==> src/rtl/cfgsb_defs.svh <==
// constants of the configuration sideband block
`ifndef CFGSB_DEFS_SVH
`define CFGSB_DEFS_SVH
// register byte offsets
`define CFGSB_OFS_CMD 12'h000
`define CFGSB_OFS_STAT 12'h004
`define CFGSB_OFS_CACHE 12'h008
`define CFGSB_OFS_ISTAT 12'h00C
`define CFGSB_OFS_IMASK 12'h010
// command register bit positions
`define CFGSB_CMD_IO 0
`define CFGSB_CMD_MEM 1
`define CFGSB_CMD_MSTR 2
`define CFGSB_CMD_MWI 4
`define CFGSB_CMD_PERR 6
`define CFGSB_CMD_SERR 8
`define CFGSB_CMD_INTDIS 10
`define CFGSB_CMD_WMASK 16'h0557
// status register bit positions
`define CFGSB_ST_INT 3
`define CFGSB_ST_PREP 8
`define CFGSB_ST_TASIG 11
`define CFGSB_ST_TARCV 12
`define CFGSB_ST_MARCV 13
`define CFGSB_ST_SSIG 14
`define CFGSB_ST_PDET 15
// interrupt event bit positions
`define CFGSB_EV_DPAR 0
`define CFGSB_EV_APAR 1
`define CFGSB_EV_TASIG 2
`define CFGSB_EV_TARCV 3
`define CFGSB_EV_MARCV 4
`define CFGSB_EV_PERRL 5
`define CFGSB_EV_SERRL 6
`define CFGSB_EV_INTAL 7
`define CFGSB_NEV 8
// reset values
`define CFGSB_RST_CMD 16'h0000
`define CFGSB_RST_CACHE 8'h00
`define CFGSB_RST_IMASK 8'h00
`endif

==> src/rtl/cfgsb_pkg.sv <==
// types of the configuration sideband block
package cfgsb_pkg;
  typedef struct packed {
    logic [15:0] cmd;
    logic [7:0] cache;
    logic [7:0] imask;
    logic [31:0] rdata;
    logic int_req;
    logic dpar;
    logic apar;
  } cfgsb_state_t;
  typedef struct packed {
    logic drive;
    logic other_low;
  } cfgsb_pin_t;
endpackage

==> src/rtl/cfgsb_top.sv <==
// configuration register sideband outputs with apb access
//
// The APB interface to the registers and the register offsets were chosen for this implementation.
`timescale 1ns/1ps
`include "cfgsb_defs.svh"
// How it works
// - each two-way bus control pin is split into its own input port and output port with an enable.
// - cache_line always equals the held cache line-size register.
// - cmd_bits 0 and 1 follow command bits 0 and 1, the i/o and memory enables.
// - cmd_bits 2 follows command bit 2, the master enable, meaningless in target-only builds.
// - cmd_bits 3 follows command bit 4, the write-and-invalidate enable.
// - cmd_bits 4 follows command bit 6, the parity error response enable.
// - cmd_bits 5 follows command bit 8, the system error response enable.
// - cmd_bits 6 follows command bit 10, the interrupt disable.
// - stat_bits 0 follows status bit 8, data parity error reported.
// - stat_bits 1 and 2 follow status bits 11 and 12, target abort signalled and received.
// - stat_bits 3 follows status bit 13, master abort received.
// - stat_bits 4 and 5 follow status bits 14 and 15, system error signalled and parity error detected.
// - stat_bits 6 follows status bit 3, the interrupt status.
// - the interrupt line is pulled only while local logic requests it and interrupt disable is zero.
// - the parity error line is pulled on a data parity error only when parity response is enabled.
// - the system error line is pulled on an address parity error only when system error is enabled.
module cfgsb_top (
  // clock and reset
  input wire logic pclk,
  input wire logic presetn,
  // apb slave
  input wire logic psel,
  input wire logic penable,
  input wire logic pwrite,
  input wire logic [11:0] paddr,
  input wire logic [31:0] pwdata,
  output logic [31:0] prdata,
  output logic pready,
  output logic pslverr,
  // core events and local interrupt request
  input wire logic data_par_err,
  input wire logic addr_par_err,
  input wire logic tabort_sig_ev,
  input wire logic tabort_rcvd_ev,
  input wire logic mabort_rcvd_ev,
  input wire logic local_irq_req_n,
  // split bus pins
  input wire logic perr_in_n,
  output logic perr_out_n,
  output logic perr_oe_n,
  input wire logic serr_in_n,
  output logic serr_out_n,
  output logic serr_oe_n,
  input wire logic inta_in_n,
  output logic inta_out_n,
  output logic inta_oe_n,
  // sideband outputs
  output logic [7:0] cache_line,
  output logic [6:0] cmd_bits,
  output logic [6:0] stat_bits,
  // interrupt
  output logic irq
);
  cfgsb_pkg::cfgsb_state_t st_r;
  cfgsb_pkg::cfgsb_state_t st_nxt;
  logic setup;
  logic access;
  logic wr;
  logic rd;
  logic hit;
  logic [15:0] stat_word;
  logic [5:0] pst_set;
  logic [5:0] pst_clr;
  logic [5:0] pst_q;
  logic [`CFGSB_NEV-1:0] ev_set;
  logic [`CFGSB_NEV-1:0] ev_clr;
  logic [`CFGSB_NEV-1:0] ev_q;
  logic perr_low;
  logic serr_low;
  logic inta_low;

  // apb phase decode
  assign setup = psel & ~penable;
  assign access = psel & penable;
  assign wr = access & pwrite;
  assign rd = access & ~pwrite;
  assign hit = (paddr == `CFGSB_OFS_CMD) | (paddr == `CFGSB_OFS_STAT) | (paddr == `CFGSB_OFS_CACHE)
    | (paddr == `CFGSB_OFS_ISTAT) | (paddr == `CFGSB_OFS_IMASK);
  assign pready = 1'b1;
  assign pslverr = access & ~hit;

  // pci status word, write one to clear, hardware set wins
  always_comb
  begin
    stat_word = 16'h0000;
    stat_word[`CFGSB_ST_INT] = st_r.int_req;
    stat_word[`CFGSB_ST_PREP] = pst_q[0];
    stat_word[`CFGSB_ST_TASIG] = pst_q[1];
    stat_word[`CFGSB_ST_TARCV] = pst_q[2];
    stat_word[`CFGSB_ST_MARCV] = pst_q[3];
    stat_word[`CFGSB_ST_SSIG] = pst_q[4];
    stat_word[`CFGSB_ST_PDET] = pst_q[5];
  end

  // status event sources
  always_comb
  begin
    pst_set[0] = data_par_err & st_r.cmd[`CFGSB_CMD_PERR];
    pst_set[1] = tabort_sig_ev;
    pst_set[2] = tabort_rcvd_ev;
    pst_set[3] = mabort_rcvd_ev;
    pst_set[4] = addr_par_err & st_r.cmd[`CFGSB_CMD_SERR];
    pst_set[5] = data_par_err | addr_par_err;
    pst_clr = '0;
    if (wr && paddr == `CFGSB_OFS_STAT)
    begin
      pst_clr[0] = pwdata[`CFGSB_ST_PREP];
      pst_clr[1] = pwdata[`CFGSB_ST_TASIG];
      pst_clr[2] = pwdata[`CFGSB_ST_TARCV];
      pst_clr[3] = pwdata[`CFGSB_ST_MARCV];
      pst_clr[4] = pwdata[`CFGSB_ST_SSIG];
      pst_clr[5] = pwdata[`CFGSB_ST_PDET];
    end
  end

  cfgsb_sticky #(
    .W(6)
  ) u_pstat (
    .pclk(pclk),
    .presetn(presetn),
    .set(pst_set),
    .clr(pst_clr),
    .q(pst_q)
  );

  // interrupt events; a read clears only the bits it returned
  always_comb
  begin
    ev_set = '0;
    ev_set[`CFGSB_EV_DPAR] = data_par_err;
    ev_set[`CFGSB_EV_APAR] = addr_par_err;
    ev_set[`CFGSB_EV_TASIG] = tabort_sig_ev;
    ev_set[`CFGSB_EV_TARCV] = tabort_rcvd_ev;
    ev_set[`CFGSB_EV_MARCV] = mabort_rcvd_ev;
    ev_set[`CFGSB_EV_PERRL] = perr_low;
    ev_set[`CFGSB_EV_SERRL] = serr_low;
    ev_set[`CFGSB_EV_INTAL] = inta_low;
    ev_clr = '0;
    if (rd && paddr == `CFGSB_OFS_ISTAT)
      ev_clr = st_r.rdata[`CFGSB_NEV-1:0];
  end

  cfgsb_sticky #(
    .W(`CFGSB_NEV)
  ) u_istat (
    .pclk(pclk),
    .presetn(presetn),
    .set(ev_set),
    .clr(ev_clr),
    .q(ev_q)
  );

  assign irq = |(ev_q & st_r.imask);

  // register writes, read data captured in the setup cycle
  always_comb
  begin
    st_nxt = st_r;
    st_nxt.int_req = ~local_irq_req_n;
    st_nxt.dpar = data_par_err;
    st_nxt.apar = addr_par_err;
    if (wr && paddr == `CFGSB_OFS_CMD)
      st_nxt.cmd = pwdata[15:0] & `CFGSB_CMD_WMASK;
    if (wr && paddr == `CFGSB_OFS_CACHE)
      st_nxt.cache = pwdata[7:0];
    if (wr && paddr == `CFGSB_OFS_IMASK)
      st_nxt.imask = pwdata[7:0];
    if (setup && !pwrite)
    begin
      case (paddr)
        `CFGSB_OFS_CMD: st_nxt.rdata = {16'h0000, st_r.cmd};
        `CFGSB_OFS_STAT: st_nxt.rdata = {16'h0000, stat_word};
        `CFGSB_OFS_CACHE: st_nxt.rdata = {24'h0000_00, st_r.cache};
        `CFGSB_OFS_ISTAT: st_nxt.rdata = {24'h0000_00, ev_q};
        `CFGSB_OFS_IMASK: st_nxt.rdata = {24'h0000_00, st_r.imask};
        default: st_nxt.rdata = 32'h0000_0000;
      endcase
    end
  end

  // state register
  always_ff @(posedge pclk or negedge presetn)
  begin
    if (!presetn)
    begin
      st_r <= '0;
      st_r.cmd <= `CFGSB_RST_CMD;
      st_r.cache <= `CFGSB_RST_CACHE;
      st_r.imask <= `CFGSB_RST_IMASK;
    end
    else
      st_r <= st_nxt;
  end

  assign prdata = st_r.rdata;

  // split bus pins
  cfgsb_pin u_perr (
    .pclk(pclk),
    .presetn(presetn),
    .assert_req(st_r.dpar & st_r.cmd[`CFGSB_CMD_PERR]),
    .pin_in_n(perr_in_n),
    .pin_out_n(perr_out_n),
    .pin_oe_n(perr_oe_n),
    .other_low(perr_low)
  );

  cfgsb_pin u_serr (
    .pclk(pclk),
    .presetn(presetn),
    .assert_req(st_r.apar & st_r.cmd[`CFGSB_CMD_SERR]),
    .pin_in_n(serr_in_n),
    .pin_out_n(serr_out_n),
    .pin_oe_n(serr_oe_n),
    .other_low(serr_low)
  );

  cfgsb_pin u_inta (
    .pclk(pclk),
    .presetn(presetn),
    .assert_req(st_r.int_req & ~st_r.cmd[`CFGSB_CMD_INTDIS]),
    .pin_in_n(inta_in_n),
    .pin_out_n(inta_out_n),
    .pin_oe_n(inta_oe_n),
    .other_low(inta_low)
  );

  // sideband outputs, straight from the held registers
  assign cache_line = st_r.cache;
  assign cmd_bits[0] = st_r.cmd[`CFGSB_CMD_IO];
  assign cmd_bits[1] = st_r.cmd[`CFGSB_CMD_MEM];
  assign cmd_bits[2] = st_r.cmd[`CFGSB_CMD_MSTR];
  assign cmd_bits[3] = st_r.cmd[`CFGSB_CMD_MWI];
  assign cmd_bits[4] = st_r.cmd[`CFGSB_CMD_PERR];
  assign cmd_bits[5] = st_r.cmd[`CFGSB_CMD_SERR];
  assign cmd_bits[6] = st_r.cmd[`CFGSB_CMD_INTDIS];
  assign stat_bits[0] = stat_word[`CFGSB_ST_PREP];
  assign stat_bits[1] = stat_word[`CFGSB_ST_TASIG];
  assign stat_bits[2] = stat_word[`CFGSB_ST_TARCV];
  assign stat_bits[3] = stat_word[`CFGSB_ST_MARCV];
  assign stat_bits[4] = stat_word[`CFGSB_ST_SSIG];
  assign stat_bits[5] = stat_word[`CFGSB_ST_PDET];
  assign stat_bits[6] = stat_word[`CFGSB_ST_INT];

  // checks
  chk_cache_write: assert property (@(posedge pclk) disable iff (!presetn)
    (wr && paddr == `CFGSB_OFS_CACHE) |=> (cache_line == $past(pwdata[7:0])))
    else $error("cache line output did not take the write");
  chk_cmd_write: assert property (@(posedge pclk) disable iff (!presetn)
    (wr && paddr == `CFGSB_OFS_CMD) |=> (cmd_bits[0] == $past(pwdata[0]) && cmd_bits[3] == $past(pwdata[4])
      && cmd_bits[6] == $past(pwdata[10])))
    else $error("command bits did not follow the write");
  chk_mem_enable: assert property (@(posedge pclk) disable iff (!presetn)
    (wr && paddr == `CFGSB_OFS_CMD) |=> (cmd_bits[1] == $past(pwdata[1]) && cmd_bits[2] == $past(pwdata[2])))
    else $error("memory or master enable wrong");
  chk_err_enables: assert property (@(posedge pclk) disable iff (!presetn)
    (wr && paddr == `CFGSB_OFS_CMD) |=> (cmd_bits[4] == $past(pwdata[6]) && cmd_bits[5] == $past(pwdata[8])))
    else $error("error response enables wrong");
  chk_inta_gate: assert property (@(posedge pclk) disable iff (!presetn)
    !inta_oe_n |-> ($past(~local_irq_req_n, 2) && $past(~cmd_bits[6])))
    else $error("interrupt pulled while not requested or disabled");
  chk_perr_gate: assert property (@(posedge pclk) disable iff (!presetn)
    (data_par_err && cmd_bits[4]) |=> ##1 (!perr_oe_n && stat_bits[0] && stat_bits[5]))
    else $error("parity error not signalled");
  chk_serr_gate: assert property (@(posedge pclk) disable iff (!presetn)
    !serr_oe_n |-> $past(addr_par_err, 2) && $past(cmd_bits[5]))
    else $error("system error pulled without cause");
  chk_abort_flags: assert property (@(posedge pclk) disable iff (!presetn)
    (tabort_sig_ev || tabort_rcvd_ev || mabort_rcvd_ev)
      |=> ((stat_bits[3:1] | ~$past({mabort_rcvd_ev, tabort_rcvd_ev, tabort_sig_ev})) == 3'b111))
    else $error("abort flags not set");
  chk_int_status: assert property (@(posedge pclk) disable iff (!presetn)
    ##1 (stat_bits[6] == $past(~local_irq_req_n)))
    else $error("interrupt status does not follow request");
  chk_serr_status: assert property (@(posedge pclk) disable iff (!presetn)
    (addr_par_err && cmd_bits[5]) |=> (stat_bits[4] && stat_bits[5]))
    else $error("system error status not set");
  chk_pin_split: assert property (@(posedge pclk) disable iff (!presetn)
    (perr_out_n == 1'b0) && (serr_out_n == 1'b0) && (inta_out_n == 1'b0))
    else $error("open-drain output value not low");
  chk_foreign_low: assert property (@(posedge pclk) disable iff (!presetn)
    (perr_oe_n && !perr_in_n) |=> ##1 ev_q[`CFGSB_EV_PERRL])
    else $error("foreign low on the parity line not flagged");
  chk_cache_hold: assert property (@(posedge pclk) disable iff (!presetn)
    !(wr && paddr == `CFGSB_OFS_CACHE) |=> $stable(cache_line))
    else $error("cache line output changed without a write");
  chk_cmd_hold: assert property (@(posedge pclk) disable iff (!presetn)
    !(wr && paddr == `CFGSB_OFS_CMD) |=> $stable(cmd_bits))
    else $error("command bits changed without a write");
  chk_stat_rep: assert property (@(posedge pclk) disable iff (!presetn)
    $rose(stat_bits[0]) |-> $past(data_par_err && cmd_bits[4]))
    else $error("parity reported flag set without an enabled data parity error");
  chk_perr_only: assert property (@(posedge pclk) disable iff (!presetn)
    !perr_oe_n |-> $past(data_par_err, 2) && $past(cmd_bits[4]))
    else $error("parity error line pulled without cause");
  chk_intdis_block: assert property (@(posedge pclk) disable iff (!presetn)
    cmd_bits[6] |=> inta_oe_n)
    else $error("interrupt line pulled while disabled");
endmodule // cfgsb_top

==> src/rtl/cfgsb_sticky.sv <==
// sticky flag vector, set wins over clear
`timescale 1ns/1ps
module cfgsb_sticky #(
  parameter int W = 8
) (
  // clock and reset
  input wire logic pclk,
  input wire logic presetn,
  // set and clear pulses
  input wire logic [W-1:0] set,
  input wire logic [W-1:0] clr,
  // flags
  output logic [W-1:0] q
);
  logic [W-1:0] q_r;
  logic [W-1:0] q_nxt;
  // next value per bit
  genvar i;
  generate
    for (i = 0; i < W; i++)
    begin : g_bit
      assign q_nxt[i] = set[i] | (q_r[i] & ~clr[i]);
    end
  endgenerate
  // flag register
  always_ff @(posedge pclk or negedge presetn)
  begin
    if (!presetn)
      q_r <= '0;
    else
      q_r <= q_nxt;
  end
  assign q = q_r;
  chk_set_wins: assert property (@(posedge pclk) disable iff (!presetn)
    (set != '0) |=> ((q_r & $past(set)) == $past(set)))
    else $error("sticky set was lost");
endmodule // cfgsb_sticky

==> src/rtl/cfgsb_pin.sv <==
// split open-drain bus pin: separate input, output and enable
`timescale 1ns/1ps
module cfgsb_pin (
  // clock and reset
  input wire logic pclk,
  input wire logic presetn,
  // internal request to pull the line low
  input wire logic assert_req,
  // split pin
  input wire logic pin_in_n,
  output logic pin_out_n,
  output logic pin_oe_n,
  // line seen low while not driven by us
  output logic other_low
);
  cfgsb_pkg::cfgsb_pin_t st_r;
  cfgsb_pkg::cfgsb_pin_t st_nxt;
  // drive flag and foreign-low detection
  always_comb
  begin
    st_nxt.drive = assert_req;
    st_nxt.other_low = ~pin_in_n & ~st_r.drive;
  end
  always_ff @(posedge pclk or negedge presetn)
  begin
    if (!presetn)
      st_r <= '0;
    else
      st_r <= st_nxt;
  end
  // open drain: value always low, enable low while pulling
  assign pin_out_n = 1'b0;
  assign pin_oe_n = ~st_r.drive;
  assign other_low = st_r.other_low;
endmodule // cfgsb_pin

==> config.mk <==
export PLATFORM = sky130hd
export DESIGN_NAME = cfgsb_top
export DESIGN_NICKNAME = d
export VERILOG_FILES = /design/src/rtl/cfgsb_pkg.sv /design/src/rtl/cfgsb_top.sv /design/src/rtl/cfgsb_sticky.sv /design/src/rtl/cfgsb_pin.sv
export VERILOG_INCLUDE_DIRS = /design/src /design/src/rtl
export SDC_FILE = /design/constraint.sdc
export NUM_CORES = 1
export LEC_CHECK = 0
export BUFFER_PORTS_ARGS = -buffer_cell sky130_fd_sc_hd__clkbuf_2
export CORE_ASPECT_RATIO = 1.75
export CORE_UTILIZATION = 49
export DETAILED_ROUTE_END_ITERATION = 10
export PLACE_DENSITY = 0.81
export SLEW_MARGIN = 20
export SYNTH_ARGS = -nofsm -noshare
export SYNTH_HDL_FRONTEND = slang
export SYNTH_SLANG_ARGS = --single-unit
==> constraint.sdc <==
create_clock -name pclk -period 2.2 [get_ports pclk]
set_input_delay 0.44 -clock pclk [delete_from_list [all_inputs] [get_ports pclk]]
set_output_delay 0.44 -clock pclk [all_outputs]
set_load 0.05 [all_outputs]
* Yosys cells after proc, flatten, opt, wreduce, memory -nomap -nowiden
Cells that the tools add are included.
** Operators by class
- Eq/ne operators :: 4
- Bitwise operators :: 72
- Reduce and logical (&&, ||, !) cells :: 9
- Mux-type cells :: 3
** Operator list (number)
- one-hot mux 16 bit (5 select lines) :: 1
- bitwise AND 1 bit :: 27
- NOT 1 bit :: 25
- equality test 12 x 4 -> 1 bit (second input constant) :: 2
- bitwise OR 1 bit :: 19
- equality test 12 x 3 -> 1 bit (second input constant) :: 1
- equality test 12 x 5 -> 1 bit (second input constant) :: 1
- logical NOT 12 bit :: 1
- bitwise AND 8 bit :: 1
- two-way mux 8 bit :: 1
- OR reduction 8 bit :: 1
- logical AND 1 bit :: 6
- two-way mux 6 bit :: 1
- logical NOT 1 bit :: 1
** Word-level totals
- Bits of input ports :: 58
- Output and inout bits :: 63
- Bits in registers :: 78
- Logic and storage cells :: 103

* Longest topological paths before layout
Gate-level depths: netlist of the first run.
- Word-level depth :: 7
- Depth in mapped cells :: 6
- Mapped depth without buffers :: 4

* By module
From an unflattened synthesis of the first run, not the netlist that was laid out.
** Unflattened totals
- Cell total of the unflattened synthesis :: 279
- Area, all modules :: 3260.6 µm²
** By module, submodules not included
- cfgsb_top :: area an instance 2546.2 µm², cells each 219, sequential area each 1026.0 µm², times used 1
- cfgsb_sticky at u_istat :: area an instance 290.3 µm², cells each 24, sequential area each 200.2 µm², times used 1
- cfgsb_sticky at u_pstat :: area an instance 217.7 µm², cells each 18, sequential area each 150.1 µm², times used 1
- cfgsb_pin :: area an instance 68.8 µm², cells each 6, sequential area each 50.0 µm², times used 3

* Least setup slack after synthesis of the first run
OpenSTA, ideal clock, no wires.
- Path type :: input to output
- Start :: input paddr[4]
- End :: output pslverr
- Path buffers :: 2
- Cell stages on the path :: 4
- Data arrival time :: 1.805 ns
- Setup slack :: -0.045 ns
- Cells stage by stage :: clkbuf_1 buf_1 a21oi_1 nor2_1
** Between the ends
- Word-level cells in the longest chain between the ends :: 7
- Elaborated cells on any way between the ends :: 11
- Those cells by class :: eq/ne (4); bitwise (6); reduce/logical (1)
** RTL lines
- start: declaration :: line cfgsb_top.sv:31 : input wire logic [11:0] paddr,
- equality test 12 x 3 -> 1 bit / logical NOT 12 bit (equally long branches)
- bitwise OR 1 bit (3 in a row) :: line cfgsb_top.sv:83 : assign hit = (paddr == `CFGSB_OFS_CMD) | (paddr == `CFGSB_OFS_STAT) | (paddr == `CFGSB_OFS_CACHE)
- bitwise OR 1 bit * :: line cfgsb_top.sv:83
- NOT 1 bit * :: line cfgsb_top.sv:86 : assign pslverr = access & ~hit;
- bitwise AND 1 bit * :: line cfgsb_top.sv:86
- end: declaration :: line cfgsb_top.sv:35 : output logic pslverr,
Every way passes the cells marked *; elsewhere a longest branch is shown, timed or not.

* Worst setup path after layout of the first run
- Start :: input paddr[1]
- End :: output pslverr
The elaborated chain is that of the path after synthesis.

==> run metrics, run 1 <==
H-Tree Depth=3; FF-to-FF setup slack=between 1 and 1.5 ns; Worst slew margin=58.41%; Clock Tree Buf Depth=2; DP HPWL=roughly 5 mm; Post-CTS Setup Bufs=0; ANT cells=0; number of synthesized flops with an enable pin=0; VDD IR-drop max=between 400 and 500 uV; Die Y=106.3 um; leakage=between 1.5 and 2 nW; nets@finish=400; # DRC=0; vias in the first global route=2139; #FFs+latches synth=61; total routed wirelength=6.717 mm; final hold viol count=0; GRT overflow=0; Synth Flop Type=dfrtp_1; Worst Skew=0.008662 ns; met1 usage in global routing=25.95%; Yosys warnings=0; Port Buf Inserts=82; grt met3 use=5.596%; initial DRC count=70; Top Usage Layer GRT=met2; Ports=between 100 and 150; Die Span X=about 62 um; die area=0.006544 sq mm; CTS root buf=clkbuf_8; min cycle time layout=2.210 ns; Max Cap Viol=0; reg2reg path depth=4; Critical path destination=pslverr; worst hold path depth=2; fill count=524; CTS tree=built; Layout area overhead=18.58%; WL/cell=15.80 um; Synth Cell Area=0.003044 sq mm; Place WS=-0.1826 ns; CP Class=in -> out; Synth cell types=39; top cells by count, synth=dfrtp_1 (61), buf_4 (52), mux2_2 (23), nand2_1 (20), nor2_1 (14); RSZ-0062 raised after global routing=yes; status=finished with violations; critical path startpoint=paddr[1]; FP Rows=37; final count of pins violating max slew=0; Reg-to-Reg End=prdata[2]$_DFFE_PN0P_; post-route ant nets=0; final worst-path cycle share=100.4%; worst r2r src=st_r[37]$_DFFE_PN0P_; first drt pass iteration count=4; Crit. End Element=primary output; initial antenna violation count=0; first-pass GRT wire length=10.68 mm; synthesized area per cell=11.23 sq um; Tot GR Track Use=a little under a quarter; Clock Sinks=61; pwr/cell area=687.5 mW/mm^2; top-count cell post-synth=dfrtp_1; largest cells by area after synthesis=dfrtp_1 (50%), buf_4 (13%), mux2_2 (8.5%); Worst Hold Class=in -> reg; critical path peak fanout=2; Max Fclk=about 450 MHz; core area=0.005926 sq mm; via/cell ratio=5.136; async set-reset flop share out of synthesis=100.0%; top-area cell type share of the netlist area=about half; GR Util met2=between 30% and 40%; Mapped Cells=271; Slew @ Worst Pin=0.6216 ns; most area-hungry cell type in the Yosys netlist=dfrtp_1; worst setup margin=-0.009770 ns; final setup fails=1; RePlAce Congestion=0.7986; clk slew on worst S/H paths=0.07 ns; Req. time, crit path=1.76 ns; Num CTS Buffers=9; clk_lat worst skew=roughly 0.33 ns; ratio of cells with drive above 1 in the final layout=between 40% and 50%; via count=2183; crit path launch type=primary input; Worst EP arrival=1.77 ns; final setup TNS=-0.009770 ns; largest net degree at the start of global routing=53; Seq/Total Area, Yosys=between 50% and 60%; failing checks=negative setup slack; Initial Util=51.37%
## metrics by stage
step / area, sq um / instances / hold WS [ns] / power, W / util (%)
6_report: 3610 / 425 / 0.2470 / 0.002482 / 60.92
3_5_place_dp: 3351 / 408 / 0.3275 / 0.001389 / 56.55
4_1_cts: 3602 / 425 / 0.2317 / 0.002507 / 60.79
5_1_grt: 3610 / 425 / 0.2304 / 0.002584 / 60.92
3_3_place_gp: 3351 / 408 / 0.3261 / 0.001387 / 56.55
2_1_floorplan: 3118 / 290 / 0.1444 / 0.001317 / -
## power breakdown
| part | leakage [nW] | switching (W) | internal, W |
|---|---|---|---|
| Sequential | 0.775 | 0.00000411 | 0.00113 |
| Clock | 0.116 | 0.000412 | 0.000696 |
| Combinational | 0.895 | 0.000175 | 0.0000650 |
| Total | 1.79 | 0.000591 | 0.00189 |
## sequential cells by signal, indices dropped and copies added, names as in the netlist
register,count
prdata,15
st_r,10
cache_line,8
u_istat.q,8
cmd_bits,7
u_pstat.q,6
stat_bits,1
u_inta.other_low,1
u_inta.st_r,1
u_perr.other_low,1
u_perr.st_r,1
u_serr.other_low,1
u_serr.st_r,1
## cell type report
type	count	area, sq um	area share, %
clock buffers	12	155.1	4.298
clock inverters	4	70.07	1.941
inverters	4	15.01	0.4159
multi-input cells	165	1161	32.17
flip-flops and latches	61	1526	42.29
well taps	78	97.59	2.704
repair buffers	101	584.3	16.19
## layout by cell type (no fill, tap or decap), drive strengths merged, types with 2 or more instances in the layout
| cell type | instances |
|---|---|
| bufinv | 2 |
| or4b | 2 |
| a211o | 2 |
| mux2 | 23 |
| inv | 4 |
| nand3 | 2 |
| a32oi | 2 |
| or4 | 3 |
| mux2i | 6 |
| a22o | 7 |
| and2 | 2 |
| nand3b | 3 |
| conb | 21 |
| a21oi | 8 |
| clkbuf | 92 |
| a22oi | 12 |
| dfrtp | 61 |
| a21o | 11 |
| nor2 | 14 |
| nor4 | 5 |
| nand2 | 22 |
| clkinv | 2 |
| o21ai | 9 |
| buf | 20 |
## metal layers
metal	routed length, um	share of wire, %	up-vias
li1	-	-	1026
met1	2430	36	1063
met5	0	0	-
met4	131	2.0	0
met2	3765	56	85
met3	389	5.8	9
## worst max-delay path, cell delays in order
cell	delay, ns
buf_6	0.09
or4_4	0.52
or3_4	0.39
a21oi_2	0.12
nor2_2	0.05
buf_8	0.14
## worst min path at each step
stage / from / end / slack, ns
after floorplan: presetn / cache_line[0]$_DFFE_PN0P_ / 0.14
after global placement: presetn / prdata[11]$_DFFE_PN0P_ / 0.33
after detailed placement: presetn / prdata[11]$_DFFE_PN0P_ / 0.33
after CTS: inta_in_n / u_inta.other_low$_DFF_PN0_ / 0.23
after global routing: serr_in_n / u_serr.other_low$_DFF_PN0_ / 0.23
final: serr_in_n / u_serr.other_low$_DFF_PN0_ / 0.25
## logic make-up after synthesis
group	synth area share [%]
other	0.2467
AO/OA/AOI/OAI	11.88
AND/OR/NAND/NOR	12.86
flip-flops	50.14
multiplexers	10.48
buffers and inverters	14.39
## timing repair
item	4_1_cts	5_1_grt
setup endpoints to repair	1	1
resized for setup	4	2
endpoints found under the hold margin	9	0
hold buffers	1	0
No activity file was read; power rests on OpenSTA's default activity.
==> run 2, diff against run 1 <==
--- a/config.mk
+++ b/config.mk
@@ -9,7 +9,8 @@
 export BUFFER_PORTS_ARGS = -buffer_cell sky130_fd_sc_hd__clkbuf_2
 export CORE_ASPECT_RATIO = 1.75
-export CORE_UTILIZATION = 49
+export CORE_UTILIZATION = 52
+export CTS_CLUSTER_SIZE = 40
 export DETAILED_ROUTE_END_ITERATION = 10
-export PLACE_DENSITY = 0.81
+export PLACE_DENSITY = 0.85
 export SLEW_MARGIN = 20
 export SYNTH_ARGS = -nofsm -noshare
==> constraint.sdc (replaced) <==
create_clock -name pclk -period 2.8 [get_ports pclk]
set_input_delay 0.14 -clock pclk [delete_from_list [all_inputs] [get_ports pclk]]
set_output_delay 0.14 -clock pclk [all_outputs]
set_load 0.05 [all_outputs]
==> run 2 against run 1 <==
The run now ends clean. Critical path depth is the same. Via count grew 2.2%. Sequential share of layout area grew 2.2 points. Critical endpoint unchanged. First-iteration DRC count grew 17%. Utilization grew 0.58 points. Critical path type unchanged.
==> run metrics, run 2 (synthesis results as in run 1) <==
status=finished clean; Layout area overhead=12.82%; # hold bufs at CTS=7 (+6); initial antenna violation count=0 (unchanged); first drt pass iteration count=4 (unchanged); Die Span X=59.84 um (-2.8%); post-cts gate resize count=0 (-4); die area=0.006176 sq mm (-5.6%); fill count=475 (-9.4%); worst r2r src=cmd_bits[3]$_DFFE_PN0P_; via/cell ratio=5.431 (+5.7%); critical path peak fanout=6 (+4); largest net degree at the start of global routing=56 (+5.7%); worst hold start=tabort_rcvd_ev; Num CTS Buffers=9 (unchanged); Post-CTS Setup Bufs=0 (unchanged); final worst-path cycle share=70.04%; Worst EP arrival=1.82 ns (+0.05 ns); worst hold path depth=2 (unchanged); Initial Util=54.50% (+3.1 points); commonest non-fill, non-tap cell in the layout=clkbuf_2; H-Tree Depth=3 (unchanged); CTS tree=built; WHS Endpoint=u_istat.q[3]$_DFF_PN0_; Max Fclk=509.9 MHz; final setup TNS=0 ns (+0.009770 ns); final hold viol count=0 (unchanged); FF-to-FF setup slack=1.84 ns (+0.58 ns); RePlAce Congestion=0.7991 (about the same); Ports=121 (unchanged); ANT cells=0 (unchanged); commonest non-fill, non-tap cells in the layout=clkbuf_2 (82), dfrtp_1 (61), mux2_2 (23); GRT overflow=0 (unchanged); Worst slew margin=54.53% (-3.9 points); final count of pins violating max slew=0 (unchanged); flip-flop count of the largest register after layout=15 (unchanged); vias in the first global route=2106 (-1.5%); crit path launch type=primary input; nets@finish=389 (-2.8%); clk slew on worst S/H paths=0.06 ns (about the same); final setup fails=0 (-1); leakage=1.687 nW (-5.5%); initial DRC count=82 (+17%); Tot GR Track Use=23.82% (+0.72 points); Reg-to-Reg End=prdata[4]$_DFFE_PN0P_; CP Class=in -> out; reg2reg path depth=4 (unchanged); Req. time, crit path=2.66 ns (+0.90 ns); ratio of cells with drive above 1 in the final layout=38.51% (-5.3 points); clk_lat worst skew=0.33 ns (about the same); Crit. End Element=primary output; Slew @ Worst Pin=0.6820 ns (+0.06044 ns); core area=0.005585 sq mm (-5.7%); Max Cap Viol=0 (unchanged); Clock Tree Buf Depth=2 (unchanged); FP Rows=36 (-2.7%); Die Y=103.2 um (-2.9%); Clock Sinks=61 (unchanged); DP HPWL=4.833 mm (-3.7%); Util after Layout=61.49% (+0.58 points); WL/cell=16.50 um (+4.4%); first-pass GRT wire length=10.43 mm (-2.4%); CTS root buf=clkbuf_8; Worst Hold Class=in -> reg; RSZ-0062 raised after global routing=no; VDD IR-drop max=268.8 uV (-42%); post-route ant nets=0 (unchanged); via count=2232 (+2.2%); Worst Skew=0.001492 ns (-0.007171 ns); Port Buf Inserts=82 (unchanged); pwr/cell area=499.9 mW/mm^2 (-27%); # DRC=0 (unchanged); min cycle time layout=slightly below 2 ns; total routed wirelength=6.782 mm (+0.97%)
==> run 2: layout make-up <==
class,instances,area (sq um),share of cell area [%]
tap,76,95.09,2.769
clock inverter,2,10.01,0.2914
sequential,61,1526,44.44
multi-input combinational,165,1151,33.52
clock buffer,13,148.9,4.335
inverter,4,15.01,0.4372
timing repair buffer,90,488.0,14.21
==> run 2: how the worst max path moves through the flow <==
stage | from | end | cells past startpoint
2_1_floorplan | paddr[9] | st_r[35]$_DFFE_PN0P_ | 5
3_3_place_gp | paddr[9] | st_r[36]$_DFFE_PN0P_ | 5
3_5_place_dp | paddr[9] | st_r[35]$_DFFE_PN0P_ | 5
4_1_cts | paddr[9] | pslverr | 6
5_1_grt | paddr[9] | pslverr | 6
6_report | paddr[9] | pslverr | 6
==> run 2: power by group <==
part	total [W]	internal, W	switching [W]	leakage, nW
Sequential	0.000891	0.000888	0.00000336	0.775
Combinational	0.000178	0.0000416	0.000136	0.829
Clock	0.000648	0.000338	0.000310	0.0833
==> run 2: per-stage QoR <==
| step | power (W) | cells | hold slack (ns) | instance area [sq um] | setup WS [ns] |
|---|---|---|---|---|---|
| final | 0.001717 | 411 | 0.02129 | 3435 | 0.8388 |
| after global routing | 0.001784 | 411 | 0.01405 | 3435 | 0.7998 |
| after CTS | 0.001731 | 411 | 0.006605 | 3435 | 0.8409 |
| after detailed placement | 0.001077 | 389 | -0.01657 | 3206 | 0.7041 |
| after global placement | 0.001074 | 389 | -0.02217 | 3206 | 0.7431 |
| after floorplan | 0.001035 | 290 | -0.1556 | 3115 | 1.044 |
==> run 2: routing by layer <==
layer,track usage [%],wire length (um),vias to the layer above
li1,-,-,1006
met1,27.30,2455,1105
met2,41.54,3772,111
met3,5.846,414,10
met4,9.839,140,0
met5,0,0,-
==> run 2: worst max-delay path, stage by stage <==
cell      delay [ns]
clkbuf_2        0.07
or4_1           0.73
or3_4           0.43
a21oi_1         0.16
nor2_1          0.05
clkbuf_2        0.23
